**src/hw/ccfu_pkg.sv**
```systemverilog
// Package: flag register layout, operation codes and shared carriers
`default_nettype none
package ccfu_pkg;
   // ==========================================================
   // Flag register layout
   localparam int FLAG_W = 8;
   localparam int BIT_IMASK = 7;
   localparam int BIT_UIMASK = 6;
   localparam int BIT_HALF = 5;
   localparam int BIT_USER = 4;
   localparam int BIT_NEG = 3;
   localparam int BIT_ZERO = 2;
   localparam int BIT_OVF = 1;
   localparam int BIT_CARRY = 0;
   localparam logic [7:0] FLAGS_RESET = 8'h80;
   // ==========================================================
   // Half-carry tap positions per size
   localparam int HC_BYTE = 3;
   localparam int HC_WORD = 11;
   localparam int HC_LONG = 27;
   localparam int DATA_W = 32;
   localparam int ADDR_W = 24;

   typedef enum logic [1:0] {CCFU_SZ_BYTE, CCFU_SZ_WORD, CCFU_SZ_LONG} ccfu_size_t;

   typedef enum logic [3:0] {
      CCFU_OP_NONE, CCFU_OP_ADD, CCFU_OP_ADDX, CCFU_OP_SUB, CCFU_OP_SUBX,
      CCFU_OP_CMP, CCFU_OP_NEG, CCFU_OP_LOGIC, CCFU_OP_SHIFT,
      CCFU_OP_BITACC, CCFU_OP_LOAD, CCFU_OP_ANDI, CCFU_OP_ORI, CCFU_OP_XORI,
      CCFU_OP_DAA, CCFU_OP_DAS
   } ccfu_op_t;

   typedef enum logic [2:0] {
      CCFU_BIT_AND, CCFU_BIT_OR, CCFU_BIT_XOR, CCFU_BIT_LD
   } ccfu_bitop_t;

   // One execution-unit request
   typedef struct packed {
      logic valid;
      ccfu_op_t op;
      ccfu_size_t size;
      logic [DATA_W-1:0] a;
      logic [DATA_W-1:0] b;
      logic [7:0] imm;
      logic shift_out;
      logic [2:0] bit_sel;
      ccfu_bitop_t bit_op;
      logic bit_inv;
      logic [7:0] upd_mask;
   } ccfu_req_t;

   // Memory/fetch address request
   typedef struct packed {
      logic valid;
      logic fetch;
      ccfu_size_t size;
      logic [ADDR_W-1:0] addr;
   } ccfu_addr_t;
endpackage
`default_nettype wire

```
**src/hw/ccfu_addr_align.sv**
```systemverilog
// Even-address alignment for word, longword and fetch accesses
`default_nettype none
module ccfu_addr_align
   import ccfu_pkg::*;
(
   input wire logic ref_clk_i,            // CPU clock
   input wire logic reset_i,              // Sync reset
   input wire logic clk_en_i,             // Clock enable
   input wire ccfu_pkg::ccfu_addr_t req_i, // Address request
   output logic [ccfu_pkg::ADDR_W-1:0] addr_o, // Aligned address
   output logic valid_o                   // Address valid
);
   logic force_even;
   // No address error: odd word/long/fetch simply drops bit 0
   assign force_even = req_i.fetch || (req_i.size != CCFU_SZ_BYTE); // see RULE19 RULE20 RULE23
   always_ff @(posedge ref_clk_i) begin
      if (reset_i) begin
         addr_o <= '0;
         valid_o <= 1'b0;
      end else if (clk_en_i) begin
         valid_o <= req_i.valid;
         if (req_i.valid) begin
            addr_o <= {req_i.addr[ADDR_W-1:1], req_i.addr[0] & ~force_even};
         end
      end
   end
   a_even_align: assert property (@(posedge ref_clk_i) disable iff (reset_i) // see RULE19
      (clk_en_i && req_i.valid && req_i.size != CCFU_SZ_BYTE) |=> !addr_o[0])
      else $error("odd word access not aligned");
   a_fetch_align: assert property (@(posedge ref_clk_i) disable iff (reset_i) // see RULE20
      (clk_en_i && req_i.valid && req_i.fetch) |=> !addr_o[0])
      else $error("odd fetch not aligned");
endmodule
`default_nettype wire

```
**src/hw/ccfu_flags.sv**
```systemverilog
// Condition flag register, flag generation, interrupt gating and branch test
`default_nettype none
// Behaviour
// RULE1: Bit 7 set blocks all interrupts except non-maskable, always accepted.
// RULE2: Each exception sequence start sets bit 7.
// RULE3: Bit 6 is a software user bit, optionally an extra interrupt mask.
// RULE4: Byte add/sub/cmp/neg: half-carry from carry or borrow at bit 3.
// RULE5: Word add/sub/cmp/neg: half-carry from carry or borrow at bit 11.
// RULE6: Longword add/sub/cmp/neg: half-carry from carry or borrow at bit 27.
// RULE7: Bit 4 is a user bit read/written by control-register instructions.
// RULE8: Negative flag takes the result sign bit.
// RULE9: Zero flag set when result is zero, cleared otherwise.
// RULE10: Overflow flag set on arithmetic overflow, cleared otherwise.
// RULE11: Carry records add carry, sub borrow, shifted-out bit.
// RULE12: Bit instructions use carry as a one-bit accumulator.
// RULE13: Some ops preserve flags; register loadable and and/or/xor-immediate modifiable.
// RULE14: Conditional branch evaluates from negative, zero, overflow, carry.
// RULE15: Reset sets interrupt mask; other flags left undefined.
// RULE16: Software must initialise stack pointer with longword move after reset.
// RULE17: Handles 1,4,8,16,32-bit data; bit ops address bit 0..7 of byte.
// RULE18: Decimal adjust treats a byte as two packed BCD digits.
// RULE19: Odd word/longword accesses force address bit 0 to zero, no error.
// RULE20: Instruction fetches from odd addresses are aligned likewise.
// RULE21: Software should use word or longword sizes for stack accesses.
// RULE22: Pop is post-increment move; push is pre-decrement move.
// RULE23: Fetch treats program counter bit 0 as zero.
// RULE24: Per-instruction flag update set follows the supplied effect mask.
module ccfu_flags
   import ccfu_pkg::*;
(
   input wire logic ref_clk_i,               // CPU clock, 200 MHz
   input wire logic reset_i,                 // Sync reset, active high
   input wire logic clk_en_i,                // Freezes all state when low
   input wire ccfu_pkg::ccfu_req_t req_i,    // Execution request
   input wire logic exc_start_i,             // Exception sequence begins
   input wire logic irq_i,                   // Maskable interrupt pending
   input wire logic irq_ui_i,                // Interrupt gated also by bit 6
   input wire logic use_ui_mask_i,           // Bit 6 serves as a mask
   input wire logic nmi_i,                   // Non-maskable interrupt
   input wire logic [3:0] branch_cond_i,     // Branch condition code
   input wire ccfu_pkg::ccfu_addr_t addr_req_i, // Memory or fetch address
   input wire logic stack_op_i,              // Push or pop on stack pointer
   input wire logic stack_push_i,            // 1 push, 0 pop
   input wire logic [ccfu_pkg::DATA_W-1:0] sp_i, // Stack pointer value
   output logic [ccfu_pkg::FLAG_W-1:0] cpu_condition_flags_o, // Flag register
   output logic [ccfu_pkg::DATA_W-1:0] result_o, // Datapath result
   output logic irq_take_o,                  // Interrupt accepted
   output logic branch_taken_o,              // Branch condition true
   output logic [ccfu_pkg::ADDR_W-1:0] mem_addr_o, // Aligned address
   output logic mem_valid_o,                 // Aligned address valid
   output logic [ccfu_pkg::DATA_W-1:0] sp_next_o   // Stack pointer update
);
   // ==========================================================
   // Working signals
   logic [7:0] cpu_condition_flags_reg;
   logic [7:0] flags_next;
   logic [DATA_W-1:0] res;
   logic [DATA_W:0] sum;
   logic [12:0] nib_b;
   logic [28:0] nib_l;
   logic [4:0] nib_byte;
   logic carry_out, ovf, half;
   logic is_sub, cin, sign_a, sign_b, sign_r;
   logic [DATA_W-1:0] bb;
   logic [DATA_W-1:0] size_mask;
   logic bit_val, acc;
   logic [7:0] bcd_adj;
   logic bcd_c;

   always_comb begin
      case (req_i.size)
         CCFU_SZ_BYTE: size_mask = 32'h000000FF;
         CCFU_SZ_WORD: size_mask = 32'h0000FFFF;
         default: size_mask = 32'hFFFFFFFF;
      endcase
   end

   // ==========================================================
   // Adder: subtract as a + ~b + 1; NEG is 0 - a
   always_comb begin
      is_sub = (req_i.op == CCFU_OP_SUB) || (req_i.op == CCFU_OP_SUBX)
         || (req_i.op == CCFU_OP_CMP) || (req_i.op == CCFU_OP_NEG);
      cin = is_sub;
      if (req_i.op == CCFU_OP_ADDX) begin
         cin = cpu_condition_flags_reg[BIT_CARRY];
      end else if (req_i.op == CCFU_OP_SUBX) begin
         cin = ~cpu_condition_flags_reg[BIT_CARRY];
      end
      bb = is_sub ? ~req_i.b : req_i.b;
      if (req_i.op == CCFU_OP_NEG) begin
         bb = ~req_i.a;
      end
      sum = (req_i.op == CCFU_OP_NEG) ? ({1'b0, 32'h00000000} + {1'b0, bb} + {32'h0, cin})
         : ({1'b0, req_i.a} + {1'b0, bb} + {32'h0, cin});
      nib_byte = (req_i.op == CCFU_OP_NEG) ? ({1'b0, bb[3:0]} + {4'h0, cin})
         : ({1'b0, req_i.a[3:0]} + {1'b0, bb[3:0]} + {4'h0, cin});
      nib_b = (req_i.op == CCFU_OP_NEG) ? ({1'b0, bb[11:0]} + {12'h0, cin})
         : ({1'b0, req_i.a[11:0]} + {1'b0, bb[11:0]} + {12'h0, cin});
      nib_l = (req_i.op == CCFU_OP_NEG) ? ({1'b0, bb[27:0]} + {28'h0, cin})
         : ({1'b0, req_i.a[27:0]} + {1'b0, bb[27:0]} + {28'h0, cin});
   end

   // Carry, half carry and overflow taken at the operand size
   always_comb begin
      case (req_i.size)
         CCFU_SZ_BYTE: begin
            // Carry out of bit 7 is recovered from the full-width sum at bit 8
            carry_out = sum[8] ^ (req_i.op == CCFU_OP_NEG ? bb[8] : req_i.a[8] ^ bb[8]);
            half = nib_byte[HC_BYTE+1]; // see RULE4
            sign_r = sum[7];
            sign_a = (req_i.op == CCFU_OP_NEG) ? 1'b0 : req_i.a[7];
            sign_b = bb[7];
         end
         CCFU_SZ_WORD: begin
            carry_out = sum[16] ^ (req_i.op == CCFU_OP_NEG ? bb[16] : req_i.a[16] ^ bb[16]);
            half = nib_b[HC_WORD+1]; // see RULE5
            sign_r = sum[15];
            sign_a = (req_i.op == CCFU_OP_NEG) ? 1'b0 : req_i.a[15];
            sign_b = bb[15];
         end
         default: begin
            carry_out = sum[32];
            half = nib_l[HC_LONG+1]; // see RULE6
            sign_r = sum[31];
            sign_a = (req_i.op == CCFU_OP_NEG) ? 1'b0 : req_i.a[31];
            sign_b = bb[31];
         end
      endcase
      // Adder carry inverts to a borrow on subtraction
      if (is_sub) begin
         carry_out = ~carry_out; // see RULE11
         half = ~half;
      end
      ovf = (sign_a == sign_b) && (sign_r != sign_a); // see RULE10
   end

   // ==========================================================
   // Bit accumulator and decimal adjust
   always_comb begin
      bit_val = req_i.a[req_i.bit_sel] ^ req_i.bit_inv; // see RULE17
      acc = cpu_condition_flags_reg[BIT_CARRY];
      case (req_i.bit_op)
         CCFU_BIT_AND: acc = acc & bit_val; // see RULE12
         CCFU_BIT_OR: acc = acc | bit_val;
         CCFU_BIT_XOR: acc = acc ^ bit_val;
         default: acc = bit_val;
      endcase
   end

   always_comb begin
      bcd_adj = 8'h00;
      bcd_c = cpu_condition_flags_reg[BIT_CARRY];
      // Each BCD digit of the byte gets its own 6 adjust; for DAA the upper test also looks at the lower digit
      if (cpu_condition_flags_reg[BIT_HALF] || (req_i.a[3:0] > 4'h9)) begin // see RULE18
         bcd_adj[3:0] = 4'h6;
      end
      if (cpu_condition_flags_reg[BIT_CARRY] || (req_i.a[7:4] > 4'h9)
         || (req_i.op == CCFU_OP_DAA && req_i.a[7:4] == 4'h9 && req_i.a[3:0] > 4'h9)) begin
         bcd_adj[7:4] = 4'h6;
         bcd_c = (req_i.op == CCFU_OP_DAA) ? 1'b1 : bcd_c;
      end
   end

   // ==========================================================
   // Result selection
   always_comb begin
      case (req_i.op)
         CCFU_OP_LOGIC, CCFU_OP_SHIFT: res = req_i.a;
         CCFU_OP_DAA: res = {24'h0, req_i.a[7:0] + bcd_adj};
         CCFU_OP_DAS: res = {24'h0, req_i.a[7:0] - bcd_adj};
         default: res = sum[DATA_W-1:0];
      endcase
      res = res & size_mask;
   end

   // ==========================================================
   // Next flag value; upd_mask picks which bits the instruction touches
   always_comb begin
      flags_next = cpu_condition_flags_reg;
      case (req_i.op)
         CCFU_OP_ADD, CCFU_OP_ADDX, CCFU_OP_SUB, CCFU_OP_SUBX, CCFU_OP_CMP,
         CCFU_OP_NEG: begin
            flags_next[BIT_HALF] = half;
            flags_next[BIT_NEG] = sign_r; // see RULE8
            flags_next[BIT_ZERO] = (res == '0); // see RULE9
            flags_next[BIT_OVF] = ovf;
            flags_next[BIT_CARRY] = carry_out;
         end
         CCFU_OP_LOGIC, CCFU_OP_SHIFT: begin
            flags_next[BIT_NEG] = sign_r;
            flags_next[BIT_NEG] = (req_i.size == CCFU_SZ_BYTE) ? res[7]
               : (req_i.size == CCFU_SZ_WORD) ? res[15] : res[31];
            flags_next[BIT_ZERO] = (res == '0);
            flags_next[BIT_OVF] = 1'b0;
            flags_next[BIT_CARRY] = req_i.shift_out; // see RULE11
         end
         CCFU_OP_DAA, CCFU_OP_DAS: begin
            flags_next[BIT_NEG] = res[7];
            flags_next[BIT_ZERO] = (res == '0);
            flags_next[BIT_CARRY] = bcd_c;
         end
         CCFU_OP_BITACC: flags_next[BIT_CARRY] = acc;
         CCFU_OP_LOAD: flags_next = req_i.imm; // see RULE3 RULE7 RULE13
         CCFU_OP_ANDI: flags_next = cpu_condition_flags_reg & req_i.imm;
         CCFU_OP_ORI: flags_next = cpu_condition_flags_reg | req_i.imm;
         CCFU_OP_XORI: flags_next = cpu_condition_flags_reg ^ req_i.imm;
         default: flags_next = cpu_condition_flags_reg;
      endcase
      // Preserved bits keep their value
      flags_next = (flags_next & req_i.upd_mask)
         | (cpu_condition_flags_reg & ~req_i.upd_mask); // see RULE24 RULE13
   end

   // ==========================================================
   // Flag register
   always_ff @(posedge ref_clk_i) begin
      if (reset_i) begin
         // Only the mask has a defined value; the rest is zero here
         cpu_condition_flags_reg <= FLAGS_RESET; // see RULE15
      end else if (clk_en_i) begin
         if (exc_start_i) begin
            cpu_condition_flags_reg <= cpu_condition_flags_reg | FLAGS_RESET; // see RULE2
         end else if (req_i.valid) begin
            cpu_condition_flags_reg <= flags_next;
         end
      end
   end

   always_ff @(posedge ref_clk_i) begin
      if (reset_i) begin
         result_o <= '0;
      end else if (clk_en_i && req_i.valid) begin
         result_o <= res;
      end
   end

   // ==========================================================
   // Interrupt acceptance
   always_ff @(posedge ref_clk_i) begin
      if (reset_i) begin
         irq_take_o <= 1'b0;
      end else if (clk_en_i) begin
         irq_take_o <= nmi_i // see RULE1
            || (irq_i && !cpu_condition_flags_reg[BIT_IMASK]
               && !(irq_ui_i && use_ui_mask_i && cpu_condition_flags_reg[BIT_UIMASK])); // see RULE3
      end
   end

   // ==========================================================
   // Branch conditions from N, Z, V, C
   logic n_f, z_f, v_f, c_f, cond;
   always_comb begin
      n_f = cpu_condition_flags_reg[BIT_NEG];
      z_f = cpu_condition_flags_reg[BIT_ZERO];
      v_f = cpu_condition_flags_reg[BIT_OVF];
      c_f = cpu_condition_flags_reg[BIT_CARRY];
      case (branch_cond_i) // see RULE14
         4'h0: cond = 1'b1;
         4'h1: cond = 1'b0;
         4'h2: cond = !(c_f || z_f);
         4'h3: cond = c_f || z_f;
         4'h4: cond = !c_f;
         4'h5: cond = c_f;
         4'h6: cond = !z_f;
         4'h7: cond = z_f;
         4'h8: cond = !v_f;
         4'h9: cond = v_f;
         4'hA: cond = !n_f;
         4'hB: cond = n_f;
         4'hC: cond = (n_f == v_f);
         4'hD: cond = (n_f != v_f);
         4'hE: cond = !z_f && (n_f == v_f);
         default: cond = z_f || (n_f != v_f);
      endcase
   end

   always_ff @(posedge ref_clk_i) begin
      if (reset_i) begin
         branch_taken_o <= 1'b0;
      end else if (clk_en_i) begin
         branch_taken_o <= cond;
      end
   end

   // ==========================================================
   // Stack pointer step: push pre-decrements, pop post-increments
   logic [DATA_W-1:0] step;
   assign step = (addr_req_i.size == CCFU_SZ_LONG) ? 32'h00000004 : 32'h00000002;
   always_ff @(posedge ref_clk_i) begin
      if (reset_i) begin
         sp_next_o <= '0;
      end else if (clk_en_i && stack_op_i) begin
         sp_next_o <= stack_push_i ? (sp_i - step) : (sp_i + step); // see RULE22
      end
   end

   ccfu_addr_align u_align (
      .ref_clk_i(ref_clk_i),
      .reset_i(reset_i),
      .clk_en_i(clk_en_i),
      .req_i(addr_req_i),
      .addr_o(mem_addr_o),
      .valid_o(mem_valid_o)
   );

   assign cpu_condition_flags_o = cpu_condition_flags_reg;

   // ==========================================================
   // Checks
   a_nmi_always: assert property (@(posedge ref_clk_i) disable iff (reset_i) // see RULE1
      (clk_en_i && nmi_i) |=> irq_take_o)
      else $error("nmi not accepted");
   a_mask_blocks: assert property (@(posedge ref_clk_i) disable iff (reset_i) // see RULE1
      (clk_en_i && !nmi_i && cpu_condition_flags_reg[BIT_IMASK]) |=> !irq_take_o)
      else $error("masked interrupt accepted");
   a_exc_sets_mask: assert property (@(posedge ref_clk_i) disable iff (reset_i) // see RULE2
      (clk_en_i && exc_start_i) |=> cpu_condition_flags_reg[BIT_IMASK])
      else $error("exception did not set mask");
   a_zero_flag: assert property (@(posedge ref_clk_i) disable iff (reset_i) // see RULE9
      (clk_en_i && req_i.valid && !exc_start_i && req_i.op == CCFU_OP_ADD
         && req_i.upd_mask[BIT_ZERO]) |=> (cpu_condition_flags_reg[BIT_ZERO] == (result_o == '0)))
      else $error("zero flag mismatch");
   a_byte_half: assert property (@(posedge ref_clk_i) disable iff (reset_i) // see RULE4
      (clk_en_i && req_i.valid && !exc_start_i && req_i.op == CCFU_OP_ADD
         && req_i.size == CCFU_SZ_BYTE && req_i.upd_mask[BIT_HALF])
      |=> cpu_condition_flags_reg[BIT_HALF]
         == ((({1'b0, $past(req_i.a[3:0])} + {1'b0, $past(req_i.b[3:0])}) >> 4) != 5'h00))
      else $error("byte half carry wrong");
   a_preserve_bits: assert property (@(posedge ref_clk_i) disable iff (reset_i) // see RULE24
      (clk_en_i && req_i.valid && !exc_start_i && req_i.upd_mask == 8'h00)
      |=> $stable(cpu_condition_flags_reg))
      else $error("preserved flags changed");
   a_load_flags: assert property (@(posedge ref_clk_i) disable iff (reset_i) // see RULE13
      (clk_en_i && req_i.valid && !exc_start_i && req_i.op == CCFU_OP_LOAD
         && req_i.upd_mask == 8'hFF) |=> cpu_condition_flags_reg == $past(req_i.imm))
      else $error("flag load failed");
   a_stack_push: assert property (@(posedge ref_clk_i) disable iff (reset_i) // see RULE22
      (clk_en_i && stack_op_i && stack_push_i && addr_req_i.size == CCFU_SZ_LONG)
      |=> sp_next_o == $past(sp_i) - 32'h00000004)
      else $error("push step wrong");
endmodule
`default_nettype wire

```
**config.mk**
```make
export PLATFORM = sky130hd
export DESIGN_NAME = ccfu_flags
export DESIGN_NICKNAME = d
export VERILOG_FILES = /design/src/hw/ccfu_pkg.sv /design/src/hw/ccfu_addr_align.sv /design/src/hw/ccfu_flags.sv
export SDC_FILE = /design/constraint.sdc
export NUM_CORES = 1
export LEC_CHECK = 0
export ABC_AREA = 1
export ABC_CLOCK_PERIOD_IN_PS = 7320
export BUFFER_PORTS_ARGS = -buffer_cell sky130_fd_sc_hd__buf_2
export CAP_MARGIN = 20
export CORE_AREA = 2 2 158 160
export DETAILED_ROUTE_END_ITERATION = 8
export DIE_AREA = 0 0 160 162
export PLACE_DENSITY = 0.75
export SETUP_SLACK_MARGIN = 0.4
export SYNTH_ARGS = -nofsm -noshare
export SYNTH_HDL_FRONTEND = slang
export SYNTH_HIERARCHICAL = 1
export SYNTH_SLANG_ARGS = --single-unit
```
**constraint.sdc**
```tcl
create_clock -name ref_clk_i -period 7.32 [get_ports ref_clk_i]
set_input_delay 0 -clock ref_clk_i [delete_from_list [all_inputs] [get_ports ref_clk_i]]
set_output_delay 0 -clock ref_clk_i [all_outputs]
set_load 0.01 [all_outputs]
```
==> flow_metrics.env <==
export IMPL_worstPathRequired_ps=7600
export IMPL_crit_family="simple AND/OR/NAND/NOR gates"
export IMPL_leakagePower_nw=7.57
export IMPL_outcome="finished clean"
export IMPL_synth_mux_area_share_pct=0.272
export IMPL_dp_hpwl_um=34100
export IMPL_worstSkewPairLatency_ps=350
export IMPL_endpoint_kind="flop"
export IMPL_max_stage_delay_ps=410
export IMPL_clock_root_buffer="clkbuf_16"
export IMPL_grt_max_degree=59
export IMPL_cts_hold_buf=32
export IMPL_cts_tree="yes"
export IMPL_synth_seq_cells=99
export IMPL_hp_class="input pin to flop"
export IMPL_drt_iter0_drc=1437
export IMPL_finalMaxSlewViolations=0
export IMPL_rsz0062_at_grt="false"
export IMPL_fp_dieH_um=162
export IMPL_start_util_pct=49.7
export IMPL_synth_edf_count=0
export IMPL_ys_flop_type="dfxtp_1"
export IMPL_syn_nets=2330
export IMPL_synth_top_family_by_area="simple AND/OR/NAND/NOR gates"
export IMPL_dr_pass1_iters=6
export IMPL_vias=14500
export IMPL_coreArea_um2=24100
export IMPL_min_period_ps=4030
export IMPL_fin_nets=2590
export IMPL_worstPathBufferInverterCount=2
export IMPL_synthArstFlopShare_pct=0
export IMPL_fin_util_pct=58.2
export IMPL_yosys_area_share_adder_pct=9.85
export IMPL_die_area_um2=25900
export IMPL_fin_crit_sh_pct=55.1
export IMPL_path_max_fanout=26
export IMPL_tns_ps=0
export IMPL_clock_sinks=99
export IMPL_area_delta_synth_final_pct=17.2
export IMPL_max_freq_mhz=248
export IMPL_die_w_um=160
export IMPL_clk_path_buf_depth=2
export IMPL_skew_ps=10.8
export IMPL_setup_violations=0
export IMPL_port_buffers=267
export IMPL_cts_resized=0
export IMPL_num_rows=57
export IMPL_critPathArrivalTime_ps=4320
export IMPL_htreeDepth=3
export IMPL_layout_drive_gt1_share_pct=16.8
export IMPL_worstSetupPathType="input pin to flop"
export IMPL_antenna_found_initial=0
export IMPL_clk_pin_slew_ps=70
export IMPL_ys_warn_count=6
export IMPL_ant_nets=0
export IMPL_wl_um=42900
export IMPL_synthDistinctLibCells=55
export IMPL_synth_compound_area_share_pct=20.8
export IMPL_powerDensity_nw_per_um2=153
export IMPL_hold_viol_final=0
export IMPL_final_common_cell="nand2_1"
export IMPL_worstSetupStartpointType="input pin"
export IMPL_ys_seq_area_share_pct=16.6
export IMPL_cts_buffers=9
export IMPL_synth_avg_cell_area_um2=5.79
export IMPL_wire_per_inst_um=16.2
export IMPL_track_usage_pct=32.0
export IMPL_synth_xor_area_share_pct=2.41
export IMPL_grt_pass1_vias=13400
export IMPL_syn_inst=2068
export IMPL_cpMaxStageDelayCell="nand2_2"
export IMPL_ir_drop_v=0.0000995
export IMPL_drv_cap=0
export IMPL_grt_overflow=0
export IMPL_synth_area_um2=12000
export IMPL_cts_setup_buffers=0
export IMPL_cpMostUsedCell="nand2_1"
export IMPL_final_cell_mix="538 x nand2_1, 278 x inv_1, 267 x buf_2"
export IMPL_drc_errors=0
export IMPL_tightestPinTransition_ps=874
export IMPL_viasPerCell=5.47
export IMPL_top_level_ports=268
export IMPL_place_gp_congestion=1.01
export IMPL_synthSimpleGateAreaFrac_pct=37.7
export IMPL_grt_pass1_wl_um=67600
export IMPL_slew_headroom_pct=41.5
-- layout make-up --
type | instances | area, um2
inverter | 288 | 1090
clock inverter | 7 | 93.8
antenna | 1 | 2.50
tap | 324 | 405
multi-input combinational | 1624 | 8510
fill | 2530 | 10100
clock buffer | 9 | 225
timing repair buffer | 306 | 1710
sequential | 99 | 1980
-- through the flow --
step | hold slack (ps) | area (um2) | power [W] | worst slack (ps) | std cells
finish | 20.4 | 14000 | 0.00214 | 3290 | 2658
global route | 33.4 | 14000 | 0.00230 | 2800 | 2657
CTS | 8.28 | 14000 | 0.00213 | 3350 | 2657
detailed placement | 241 | 13400 | 0.00161 | 3000 | 2609
global placement | 234 | 13400 | 0.00160 | 3120 | 2609
floorplan | 69.1 | 12000 | 0.00131 | 3610 | 2068
-- synthesized netlist by cell type (6+ instances only) --
library cell | count | share of area (%)
nand2_1 | 538 | 17
inv_1 | 278 | 8.7
nor2_1 | 262 | 8.2
a21oi_1 | 172 | 7.2
o21ai_0 | 146 | 6.1
nand3_1 | 138 | 5.8
dfxtp_1 | 99 | 17
ha_1 | 91 | 9.5
nor2_2 | 32 | 1.7
clkbuf_1 | 28 | 0.88
o211ai_1 | 28 | 1.8
nand4_1 | 24 | 1.3
xor2_1 | 24 | 1.8
o21ai_1 | 16 | 0.67
nand2_2 | 14 | 0.73
buf_6 | 13 | 1.2
nor3_1 | 11 | 0.46
o21ai_2 | 10 | 0.73
a31oi_1 | 9 | 0.47
o21a_1 | 9 | 0.56
xnor2_1 | 9 | 0.66
nand3_2 | 8 | 0.67
a21oi_2 | 7 | 0.51
a221oi_1 | 7 | 0.51
o21bai_1 | 7 | 0.44
o22ai_1 | 7 | 0.37
or2_2 | 7 | 0.37
buf_2 | 6 | 0.25
buf_4 | 6 | 0.38
inv_2 | 6 | 0.19
nor2_4 | 6 | 0.56
-- flip-flops by register name (all words and copies together), names as in the netlist, named ones only --
signal                 cells
branch_taken_o             1
cpu_condition_flags_o      1
irq_take_o                 1
result_o                  32
sp_next_o                 32
u_align/addr_o            24
u_align/valid_o            1
-- worst paths after layout --
path,start,endpoint,slack [ps],depth (start not counted)
setup / recovery,req_i[90],flop,3290,29
hold reg to reg,u_align/valid_o,u_align/valid_o,460,2
setup reg to reg,flop,flop,3670,22
hold / removal,req_i[5],flop,20,3
-- layer usage --
metal | wire [um] | share of wire [%] | track usage (%)
met4 | 1970 | 4.6 | 13.6
met1 | 18200 | 42 | 40.9
met2 | 19800 | 46 | 54.3
met3 | 3000 | 7.0 | 4.14
met5 | 0 | 0 | 0
-- tightest hold or removal path: cells and delay by family --
family	cells	cell delay, ps
AOI/OAI and AO/OA	2	230
buffers and inverters	1	110
-- cells by family (layout without fill, tap and decap cells) --
family	after synthesis	in the layout
fa+ha+maj	93	93
compound gates	439	439
mux	2	2
buf+inv	345	610
xor+xnor	33	33
simple gates	1057	1057
flops	99	99
other cells	0	1
-- where the power goes --
group | internal, W | switching (W) | leakage, nW | total (W)
clock network | 0.000275 | 0.000235 | 0.153 | 0.000510
registers | 0.000576 | 0.0000223 | 0.816 | 0.000598
logic | 0.000363 | 0.000673 | 6.60 | 0.00104
Power figures use the tool's default switching activity.
